## src/fcl_pkg.sv

```systemverilog
// Package for the fully closed-loop feedback block: register indices,
// reset values, field widths and carrier types.
// Assumes a 32-bit AHB-Lite register bus; byte address = 4 * index.
package fcl_pkg;

	// ----------------------------------------
	// Register indices
	// ----------------------------------------
	localparam logic [13:0] RI_FB_SRC = 14'h0f00;
	localparam logic [13:0] RI_EXT_DIR = 14'h0f01;
	localparam logic [13:0] RI_EXT_KIND = 14'h0f02;
	localparam logic [13:0] RI_SIG_TYPE = 14'h0f03;
	localparam logic [13:0] RI_PPR = 14'h0f04;
	localparam logic [13:0] RI_DEV_THR = 14'h0f08;
	localparam logic [13:0] RI_CLR_REVS = 14'h0f0a;
	localparam logic [13:0] RI_FILT_TIME = 14'h0f0d;
	localparam logic [13:0] RI_DEV_DISP = 14'h0f10;
	localparam logic [13:0] RI_INT_CNT = 14'h0f12;
	localparam logic [13:0] RI_EXT_CNT = 14'h0f14;
	localparam logic [13:0] RI_IDX_OFF = 14'h0f16;
	localparam logic [13:0] RI_PROBE_SRC = 14'h0f19;
	localparam logic [13:0] RI_THR_SCALE = 14'h0f2d;
	localparam logic [13:0] RI_SPD_SRC = 14'h0f2e;

	// ----------------------------------------
	// Reset values and field encodings
	// ----------------------------------------
	localparam logic [31:0] RST_PPR = 32'h0000_2710;
	localparam logic [31:0] RST_DEV_THR = 32'h0000_03e8;
	localparam logic [6:0] RST_CLR_REVS = 7'h01;
	localparam logic [6:0] MAX_CLR_REVS = 7'h64;
	localparam logic [1:0] FB_INTERNAL = 2'h0;
	localparam logic [1:0] FB_EXTERNAL = 2'h1;
	localparam logic [1:0] FB_SWITCHOVER = 2'h2;
	localparam logic [1:0] FB_MAX = 2'h2;

	// Motor encoder resolution is a power of two so conversion is a shift
	localparam int MOTOR_RES_LOG2 = 17;
	localparam int FIX_W = 32 + MOTOR_RES_LOG2;
	localparam int REV_W = 7 + MOTOR_RES_LOG2;

	// ----------------------------------------
	// Carrier types
	// ----------------------------------------
	typedef struct packed {
		logic a;
		logic b;
		logic z;
	} fcl_enc_pins_t;

	typedef struct packed {
		logic fault;
		logic use_external;
		logic gear_ratio2;
		logic speed_external;
		logic ext_absolute;
		logic filter_active;
		logic thr_shared;
		logic probe_index;
	} fcl_status_t;

endpackage

```

## src/fcl_quad_decoder.sv

```systemverilog
// Quadrature decoder: synchronises A/B/Z pins and gives a x4 step and
// a rising-edge pulse on Z.
// Assumes pins are asynchronous to clk_in; one edge per clock at most.
`timescale 1ns/100ps
module fcl_quad_decoder
	import fcl_pkg::*;
(
	input wire logic clk_in,
	input wire logic sys_rst_in,
	input wire fcl_pkg::fcl_enc_pins_t pins_in,
	input wire logic reverse_in,
	output logic step_up_out,
	output logic step_dn_out,
	output logic z_rise_out
);
	fcl_enc_pins_t sync1;
	fcl_enc_pins_t sync2;
	fcl_enc_pins_t prev;
	wire fwd;
	wire bwd;

	always_ff @(posedge clk_in or posedge sys_rst_in)
	begin
		if (sys_rst_in)
		begin
			sync1 <= '0;
			sync2 <= '0;
			prev <= '0;
		end
		else
		begin
			sync1 <= pins_in;
			sync2 <= sync1;
			prev <= sync2;
		end
	end

	// A leads B counts up unless reverse_in is set; any illegal double change is dropped
	assign fwd = (sync2.a ^ prev.b) & ~(sync2.b ^ prev.a);
	assign bwd = (sync2.b ^ prev.a) & ~(sync2.a ^ prev.b);
	assign step_up_out = reverse_in ? bwd : fwd;
	assign step_dn_out = reverse_in ? fwd : bwd;
	assign z_rise_out = sync2.z & ~prev.z;

endmodule

```

## src/fcl_feedback.sv

```systemverilog
// Fully closed-loop position feedback: source selection, pulse counters,
// inner/outer deviation, excessive-deviation fault, AHB-Lite registers.
// Assumes one clock, encoder and gear-select pins asynchronous,
// run and fault-reset strobes from logic on clk_in.
//
// Summary of operation
// - Feedback source 0 motor encoder, 1 external, 2 switched by input.
// - Fixed external feedback uses the first gear ratio.
// - Switchover: inactive input internal/ratio one, active external/ratio two.
// - External count direction 0 same as internal, 1 opposite.
// - External encoder kind 0 incremental, 1 absolute linear scale.
// - Unsigned 31-bit external pulses per motor turn, default 10000, scales counts.
// - Fault when loop deviation exceeds unsigned threshold, default 1000.
// - Zero threshold: no fault detection, deviation held cleared.
// - Running: clear deviation every configured revolutions, 0 to 100, default 1.
// - Revolution progress held while the drive is not running.
// - Vibration filter time applies only with external or switchover feedback.
// - Deviation is external position minus converted internal position.
// - Read-only signed count of internal feedback pulses.
// - Read-only signed count of external feedback pulses.
// - External Z checked when setting 0, ignored when 1.
// - Probe index from motor Z on 0, external Z on 1.
// - Threshold scaling 0 to outer-loop units, 1 shared threshold.
// - Speed feedback from internal encoder on 0, external on 1.
// - External feedback type accepts only quadrature, value 0.
//
// The AHB-Lite interface to the registers is this design's own decision.
`timescale 1ns/100ps
module fcl_feedback
	import fcl_pkg::*;
(
	input wire logic clk_in,
	input wire logic sys_rst_in,
	input wire logic hsel_in,
	input wire logic [31:0] haddr_in,
	input wire logic [1:0] htrans_in,
	input wire logic hwrite_in,
	input wire logic [2:0] hsize_in,
	input wire logic [31:0] hwdata_in,
	input wire logic hready_in,
	output logic [31:0] hrdata_out,
	output logic hreadyout_out,
	output logic hresp_out,
	input wire fcl_pkg::fcl_enc_pins_t motor_enc_in,
	input wire fcl_pkg::fcl_enc_pins_t ext_enc_in,
	input wire logic gear_select_in,
	input wire logic drive_running_in,
	input wire logic fault_reset_in,
	output fcl_pkg::fcl_status_t status_out,
	output logic [31:0] position_feedback_out,
	output logic [15:0] filter_time_out
);
	import fcl_pkg::*;

	// ----------------------------------------
	// Configuration registers
	// ----------------------------------------
	logic [1:0] feedback_source_select;
	logic external_count_direction;
	logic external_encoder_kind;
	logic [31:0] external_pulses_per_rev;
	logic [31:0] deviation_fault_threshold;
	logic [6:0] deviation_clear_revolutions;
	logic [15:0] vibration_filter_time;
	logic external_index_check_off;
	logic probe_index_source;
	logic completion_threshold_scaling;
	logic speed_feedback_source;

	// ----------------------------------------
	// Bus state
	// ----------------------------------------
	logic wr_pend;
	logic [13:0] wr_idx;
	wire take;
	wire [13:0] rd_idx;
	wire wr_hit;
	logic [31:0] rd_mux;

	// ----------------------------------------
	// Feedback state
	// ----------------------------------------
	logic gsel_s1;
	logic gsel_s2;
	logic signed [31:0] internal_pulse_count;
	logic signed [31:0] external_pulse_count;
	logic [FIX_W-1:0] conv_fix;
	logic [REV_W-1:0] rev_progress;
	logic signed [31:0] loop_deviation_display;
	logic excessive_loop_deviation_fault;
	wire m_up;
	wire m_dn;
	wire m_z;
	wire e_up;
	wire e_dn;
	wire e_z;
	wire use_ext;
	wire gear2;
	wire signed [31:0] next_external_pulse_count;
	wire signed [31:0] deviation;
	wire [32:0] dev_mag;
	wire [REV_W-1:0] rev_target;
	wire rev_done;
	wire dev_clear;
	wire dev_over;
	wire ext_z_ok;
	wire next_probe;

	// ----------------------------------------
	// Encoder decoders
	// ----------------------------------------
	fcl_quad_decoder u_motor_dec (
		.clk_in(clk_in),
		.sys_rst_in(sys_rst_in),
		.pins_in(motor_enc_in),
		.reverse_in(1'b0),
		.step_up_out(m_up),
		.step_dn_out(m_dn),
		.z_rise_out(m_z)
	);

	fcl_quad_decoder u_ext_dec (
		.clk_in(clk_in),
		.sys_rst_in(sys_rst_in),
		.pins_in(ext_enc_in),
		.reverse_in(external_count_direction),
		.step_up_out(e_up),
		.step_dn_out(e_dn),
		.z_rise_out(e_z)
	);

	// ----------------------------------------
	// Source selection
	// ----------------------------------------
	assign use_ext = (feedback_source_select == FB_EXTERNAL)
		| ((feedback_source_select == FB_SWITCHOVER) & gsel_s2);
	assign gear2 = (feedback_source_select == FB_SWITCHOVER) & gsel_s2;
	// Absolute scales carry no index, so their Z is never used
	assign ext_z_ok = e_z & ~external_index_check_off & ~external_encoder_kind;
	assign next_probe = probe_index_source ? ext_z_ok : m_z;

	// ----------------------------------------
	// Deviation arithmetic
	// ----------------------------------------
	assign next_external_pulse_count = external_pulse_count
		+ {{31{e_dn}}, e_up | e_dn};
	// Internal position is carried in external units with a binary fraction
	assign deviation = external_pulse_count
		- $signed(conv_fix[FIX_W-1:MOTOR_RES_LOG2]);
	assign dev_mag = deviation[31] ? 33'(-{deviation[31], deviation})
		: {1'b0, deviation};
	assign dev_over = (deviation_fault_threshold != 32'h0000_0000)
		& (dev_mag > {1'b0, deviation_fault_threshold});
	assign rev_target = {deviation_clear_revolutions, {MOTOR_RES_LOG2{1'b0}}};
	assign rev_done = drive_running_in & (deviation_clear_revolutions != 7'h00)
		& (m_up | m_dn) & (rev_progress + 1'b1 >= rev_target);
	assign dev_clear = (deviation_fault_threshold == 32'h0000_0000) | rev_done;

	always_ff @(posedge clk_in or posedge sys_rst_in)
	begin
		if (sys_rst_in)
			gsel_s1 <= 1'b0;
		else
			gsel_s1 <= gear_select_in;
	end

	always_ff @(posedge clk_in or posedge sys_rst_in)
	begin
		if (sys_rst_in)
			gsel_s2 <= 1'b0;
		else
			gsel_s2 <= gsel_s1;
	end

	always_ff @(posedge clk_in or posedge sys_rst_in)
	begin
		if (sys_rst_in)
		begin
			internal_pulse_count <= '0;
			external_pulse_count <= '0;
		end
		else
		begin
			internal_pulse_count <= internal_pulse_count + {{31{m_dn}}, m_up | m_dn};
			external_pulse_count <= next_external_pulse_count;
		end
	end

	always_ff @(posedge clk_in or posedge sys_rst_in)
	begin
		if (sys_rst_in)
			conv_fix <= '0;
		else if (dev_clear)
			conv_fix <= {next_external_pulse_count, {MOTOR_RES_LOG2{1'b0}}};
		else if (m_up)
			conv_fix <= conv_fix + FIX_W'(external_pulses_per_rev);
		else if (m_dn)
			conv_fix <= conv_fix - FIX_W'(external_pulses_per_rev);
	end

	// Progress counts motor pulses in either direction; frozen when stopped
	always_ff @(posedge clk_in or posedge sys_rst_in)
	begin
		if (sys_rst_in)
			rev_progress <= '0;
		else if (rev_done)
			rev_progress <= '0;
		else if (drive_running_in & (m_up | m_dn))
			rev_progress <= rev_progress + 1'b1;
	end

	always_ff @(posedge clk_in or posedge sys_rst_in)
	begin
		if (sys_rst_in)
			loop_deviation_display <= '0;
		else
			loop_deviation_display <= dev_clear ? 32'sh0000_0000 : deviation;
	end

	// Set wins over a reset request arriving in the same cycle
	always_ff @(posedge clk_in or posedge sys_rst_in)
	begin
		if (sys_rst_in)
			excessive_loop_deviation_fault <= 1'b0;
		else if (drive_running_in & dev_over & ~dev_clear)
			excessive_loop_deviation_fault <= 1'b1;
		else if (fault_reset_in & ~drive_running_in)
			excessive_loop_deviation_fault <= 1'b0;
	end

	// ----------------------------------------
	// Outputs
	// ----------------------------------------
	always_ff @(posedge clk_in or posedge sys_rst_in)
	begin
		if (sys_rst_in)
		begin
			status_out <= '0;
			position_feedback_out <= '0;
			filter_time_out <= '0;
		end
		else
		begin
			status_out.fault <= excessive_loop_deviation_fault;
			status_out.use_external <= use_ext;
			status_out.gear_ratio2 <= gear2;
			status_out.speed_external <= speed_feedback_source;
			status_out.ext_absolute <= external_encoder_kind;
			status_out.filter_active <= feedback_source_select != FB_INTERNAL;
			status_out.thr_shared <= completion_threshold_scaling;
			status_out.probe_index <= next_probe;
			position_feedback_out <= use_ext ? external_pulse_count
				: internal_pulse_count;
			filter_time_out <= (feedback_source_select != FB_INTERNAL)
				? vibration_filter_time : 16'h0000;
		end
	end

	// ----------------------------------------
	// AHB-Lite slave, zero wait states
	// ----------------------------------------
	assign take = hsel_in & hready_in & htrans_in[1];
	assign rd_idx = haddr_in[15:2];
	// A read right behind a write to the same word sees the new data
	assign wr_hit = wr_pend & (wr_idx == rd_idx);

	always_comb
	begin
		rd_mux = 32'h0000_0000;
		unique case (rd_idx)
			RI_FB_SRC: rd_mux[1:0] = feedback_source_select;
			RI_EXT_DIR: rd_mux[0] = external_count_direction;
			RI_EXT_KIND: rd_mux[0] = external_encoder_kind;
			RI_SIG_TYPE: rd_mux = 32'h0000_0000;
			RI_PPR: rd_mux = external_pulses_per_rev;
			RI_DEV_THR: rd_mux = deviation_fault_threshold;
			RI_CLR_REVS: rd_mux[6:0] = deviation_clear_revolutions;
			RI_FILT_TIME: rd_mux[15:0] = vibration_filter_time;
			RI_DEV_DISP: rd_mux = loop_deviation_display;
			RI_INT_CNT: rd_mux = internal_pulse_count;
			RI_EXT_CNT: rd_mux = external_pulse_count;
			RI_IDX_OFF: rd_mux[0] = external_index_check_off;
			RI_PROBE_SRC: rd_mux[0] = probe_index_source;
			RI_THR_SCALE: rd_mux[0] = completion_threshold_scaling;
			RI_SPD_SRC: rd_mux[0] = speed_feedback_source;
			default: rd_mux = 32'h0000_0000;
		endcase
		if (wr_hit & (rd_idx != RI_SIG_TYPE))
			rd_mux = hwdata_in;
	end

	always_ff @(posedge clk_in or posedge sys_rst_in)
	begin
		if (sys_rst_in)
		begin
			wr_pend <= 1'b0;
			wr_idx <= '0;
			hrdata_out <= '0;
			hreadyout_out <= 1'b1;
			hresp_out <= 1'b0;
		end
		else
		begin
			wr_pend <= take & hwrite_in;
			wr_idx <= rd_idx;
			if (take & ~hwrite_in)
				hrdata_out <= rd_mux;
			hreadyout_out <= 1'b1;
			hresp_out <= 1'b0;
		end
	end

	// Out-of-range codes are refused so the stored mode is always legal
	always_ff @(posedge clk_in or posedge sys_rst_in)
	begin
		if (sys_rst_in)
		begin
			feedback_source_select <= FB_INTERNAL;
			external_count_direction <= 1'b0;
			external_encoder_kind <= 1'b0;
			external_pulses_per_rev <= RST_PPR;
			deviation_fault_threshold <= RST_DEV_THR;
			deviation_clear_revolutions <= RST_CLR_REVS;
			vibration_filter_time <= '0;
			external_index_check_off <= 1'b0;
			probe_index_source <= 1'b0;
			completion_threshold_scaling <= 1'b0;
			speed_feedback_source <= 1'b0;
		end
		else if (wr_pend)
		begin
			unique case (wr_idx)
				RI_FB_SRC:
					if (hwdata_in[15:0] <= {14'h0000, FB_MAX})
						feedback_source_select <= hwdata_in[1:0];
				RI_EXT_DIR: external_count_direction <= hwdata_in[0];
				RI_EXT_KIND: external_encoder_kind <= hwdata_in[0];
				RI_PPR:
					if (!hwdata_in[31])
						external_pulses_per_rev <= hwdata_in;
				RI_DEV_THR:
					if (!hwdata_in[31])
						deviation_fault_threshold <= hwdata_in;
				RI_CLR_REVS:
					if (hwdata_in[15:0] <= {9'h000, MAX_CLR_REVS})
						deviation_clear_revolutions <= hwdata_in[6:0];
				RI_FILT_TIME: vibration_filter_time <= hwdata_in[15:0];
				RI_IDX_OFF: external_index_check_off <= hwdata_in[0];
				RI_PROBE_SRC: probe_index_source <= hwdata_in[0];
				RI_THR_SCALE: completion_threshold_scaling <= hwdata_in[0];
				RI_SPD_SRC: speed_feedback_source <= hwdata_in[0];
				default: ;
			endcase
		end
	end

endmodule

```

## config.mk

```make
export PLATFORM = sky130hd
export DESIGN_NAME = fcl_feedback
export DESIGN_NICKNAME = d
export VERILOG_FILES = /design/src/fcl_pkg.sv /design/src/fcl_quad_decoder.sv /design/src/fcl_feedback.sv
export SDC_FILE = /design/constraint.sdc
export NUM_CORES = 1
export LEC_CHECK = 0
export BUFFER_PORTS_ARGS = -buffer_cell sky130_fd_sc_hd__buf_2
export CAP_MARGIN = 10
export CORE_ASPECT_RATIO = 0.9
export CORE_MARGIN = 2
export CORE_UTILIZATION = 55
export DETAILED_ROUTE_END_ITERATION = 8
export GPL_TIMING_DRIVEN = 0
export PLACE_DENSITY_LB_ADDON = 0.08
export SETUP_SLACK_MARGIN = 0.4
export SKIP_CTS_REPAIR_TIMING = 1
export SKIP_LAST_GASP = 1
export SLEW_MARGIN = 20
export SYNTH_ARGS = -nofsm -noshare
export SYNTH_HDL_FRONTEND = slang
export SYNTH_SLANG_ARGS = --single-unit
```

## constraint.sdc

```tcl
create_clock -name clk_in -period 26.5 [get_ports clk_in]
set_input_delay 5.3 -clock clk_in [delete_from_list [all_inputs] [get_ports clk_in]]
set_output_delay 5.3 -clock clk_in [all_outputs]
set_load 0.005 [all_outputs]
```

==> results by group <==
Status
  • Status: complete, no violations

Routing
  • DRC: 0
  • DR vias/cell: about 6.3
  • Avg WL per Cell: roughly 23 um
  • First-pass detailed-route iteration total: 7
  • Final WL: 82700 um
  • Initial DRC count: 2270
  • Routed Antenna Nets: 0
  • Via count: roughly 23000

Yosys
  • Synthesized cell area: between 20000 and 30000 sq um
  • Ys async rst share: 100%
  • Post-Syn Instances: roughly 2700
  • YS warnings: 0
  • Post-Syn Nets: a little over 3000
  • Synth unique cells: around 90
  • Post-synth EDFFs: 0
  • Register area share after synthesis: 38.2%
  • Synthesized flop and latch total: between 300 and 400
  • Biggest area consumer among synthesized cells: dfrtp_1
  • Yosys top cell area share: between 30% and 40%
  • Main synth FF type: dfrtp_1
  • Cells taking the most area after synthesis: dfrtp_1 (37%), ha_1 (9.1%), mux2_2 (5.3%)
  • Synth Area per Inst: just over 9 sq um

CTS
  • CTS Sinks: between 300 and 400
  • Clock latency on the worst-skew pair: a little under 0.6 ns
  • CTS tree: done
  • Clk slew on worst S/H paths: ~0.06 ns
  • Root buffer cell: clkbuf_16
  • Bufs on Longest Clock Path: 3
  • H-tree depth: 2
  • Total CTS buffers: 43

STA
  • Clock period minus worst slack: 8.13 ns
  • Hold slack: about 0.35 ns
  • Max_slew headroom: ~18%
  • Setup Skew: about 0.021 ns
  • Max Slew Vio Count: 0
  • Slew @ Worst Pin: 1.23 ns
  • RSZ-0062 raised after global routing: false
  • Hold Fails Final Rpt: 0
  • Tcrit/Tclk final: a little under a third
  • Final setup viols: 0
  • Setup TNS: 0 ns
  • Fmax: ~120 MHz

Setup path
  • Beginning of the critical path: haddr_in[13]
  • Reg2reg setup slack: ~20 ns
  • R2R Path Start: external_pulse_count[10]
  • Startpoint class of the critical path: input pin
  • CP Class: input pin to flip-flop
  • Req. time, crit path: 27.01 ns
  • Reg-to-Reg End: excessive_loop_deviation_fault
  • R2r worst-path depth: 24
  • Critical path capture point: hrdata_out[0]
  • CP Capture Type: flip-flop
  • Arr. time, crit path: between 8 and 9 ns
  • CP max FO: 8

Finish
  • Post-route insts no fill: ~3600
  • Layout cell share with drive strength beyond 1: 13.7%
  • Area Overhead vs Synth: 12.4%
  • Nets: around 3200

Global routing
  • Vias in the first global route: between 20000 and 25000
  • Largest net degree at the start of global routing: about 110
  • Initial antenna violation count: 1
  • Total gr overflow: 0
  • First-pass GRT wire length: approximately 130000 um
  • Total Routing Usage GR: around 34%

Power
  • Static leakage: between 10 and 15 nW
  • Total power: 3.27 mW
  • VDD IR max: between 0.00009 and 0.0001 V
  • Power density over cell area: 115 nW/um^2

Die
  • Starting Density: between 50% and 60%
  • IO Count: ~170
  • Die Wd: 230 um
  • Die area: ~48000 sq um
  • Row count: 74
  • Die Ht: a little over 200 um
  • Core footprint: 45500 sq um

Worst hold path
  • Worst Hold Depth: 0
  • Min-delay worst type: flip-flop to flip-flop

Placement
  • IO Port Bufs: about 150
  • Gpl congestion: 0.929
  • Post-Place Cells: between 3000 and 4000
  • Dpl hpwl: approximately 65000 um

Flow run
  • Max Cap Violations: 0
==> cells by family after synthesis <==
family / after synthesis / synth area share, %
AO/OA/AOI/OAI: 756 / 19.6
other: 2 / 0.0297
buffers and inverters: 257 / 3.97
flip-flops: 386 / 38.2
multiplexers: 126 / 5.57
XOR/XNOR: 213 / 7.37
adder cells (fa/ha/maj): 188 / 9.41
AND/OR/NAND/NOR: 818 / 15.9
==> cells in the mapped netlist (47+ instances only) <==
cell type	number
dfrtp_1	374
mux2_2	119
xor2_1	78
nor2_1	191
ha_1	184
nor3_1	47
a21oi_1	204
o21ai_0	183
xnor2_1	135
a21o_1	55
clkbuf_1	93
nand3_1	82
inv_1	139
nand2_1	229
==> through the flow <==
stage,worst slack [ns],cell area [sq um],utilization [%]
CTS,18.27,28500,62.6
finish,18.37,28500,62.6
global route,18.12,28500,62.6
detailed placement,17.66,27000,59.4
global placement,6.29,26800,59.0
floorplan,10.49,25300,-
==> registers in the layout, indices dropped and copies added, names as in the netlist, 14 cells and up <==
signal	flops
conv_fix	49
external_pulse_count	32
hrdata_out	32
internal_pulse_count	32
loop_deviation_display	32
position_feedback_out	32
deviation_fault_threshold	31
external_pulses_per_rev	31
rev_progress	24
filter_time_out	16
vibration_filter_time	16
wr_idx	14
==> layout make-up <==
type,count,area [sq um]
Antenna cell,1,2.50
Multi-Input combinational cell,2103,14700
Tap cell,608,761
Clock buffer,65,1300
Sequential cell,386,9670
Timing Repair Buffer,153,878
Buffer,118,483
Inverter,139,529
Fill cell,3969,17000
Clock inverter,15,169
==> worst max-delay path: stages <==
cell and delay [ns]:
buf_2 0.11, nand4_1 0.09, nor3_1 0.62, nand3_1 0.25
o21ai_1 1.00, inv_1 0.36, a21oi_1 0.51, a21o_1 0.14
a22oi_1 0.08, a21oi_1 0.17
==> per-layer routing <==
metal | up-vias | global-route usage [%] | wire length [um]
met3 | 176 | 5.26 | 5850
li1 | 10400 | - | -
met2 | 907 | 55.5 | 38300
met4 | 0 | 10.5 | 2870
met1 | 11100 | 47.6 | 35700
met5 | - | 0 | 0
==> power by group <==
part,internal [mW],switching [mW]
registers,0.745,0.148
clock network,0.369,0.260
logic,0.724,1.03
total,1.84,1.43
==> how the worst min path moves through the flow <==
| stage | from | endpoint |
|---|---|---|
| after floorplan | gsel_s1 | gsel_s2 |
| after global placement | u_motor_dec.sync1[2] | u_motor_dec.sync2[2] |
| after detailed placement | u_motor_dec.sync1[2] | u_motor_dec.sync2[2] |
| after CTS | u_ext_dec.sync1[2] | u_ext_dec.sync2[2] |
| after global routing | u_ext_dec.sync1[2] | u_ext_dec.sync2[2] |
| final | u_ext_dec.sync1[2] | u_ext_dec.sync2[2] |
==> cell usage in the layout, fill, tap and decap left out, types with 8 or more instances in the layout <==
master,instances
and3_1,33
a31oi_1,26
buf_2,157
xnor2_1,135
nor2b_1,39
a22oi_1,39
nor3_1,46
a211oi_1,20
nor4_1,26
o31ai_1,33
o21a_1,19
o21ai_0,182
inv_1,138
a222oi_1,42
a21o_1,55
o211ai_1,11
clkinv_2,9
clkbuf_16,44
nor3b_1,8
dfstp_2,12
or3_1,18
nand4_1,39
o21bai_1,21
ha_1,183
mux2_2,119
and2_1,30
clkbuf_1,102
clkbuf_8,12
nand2_1,229
nand3_1,82
nand2b_1,26
nor2_1,191
dfrtp_1,374
a21oi_1,204
a21boi_0,12
xor2_1,78
or2_2,9
Note: power is estimated with default switching activity, not from simulation.
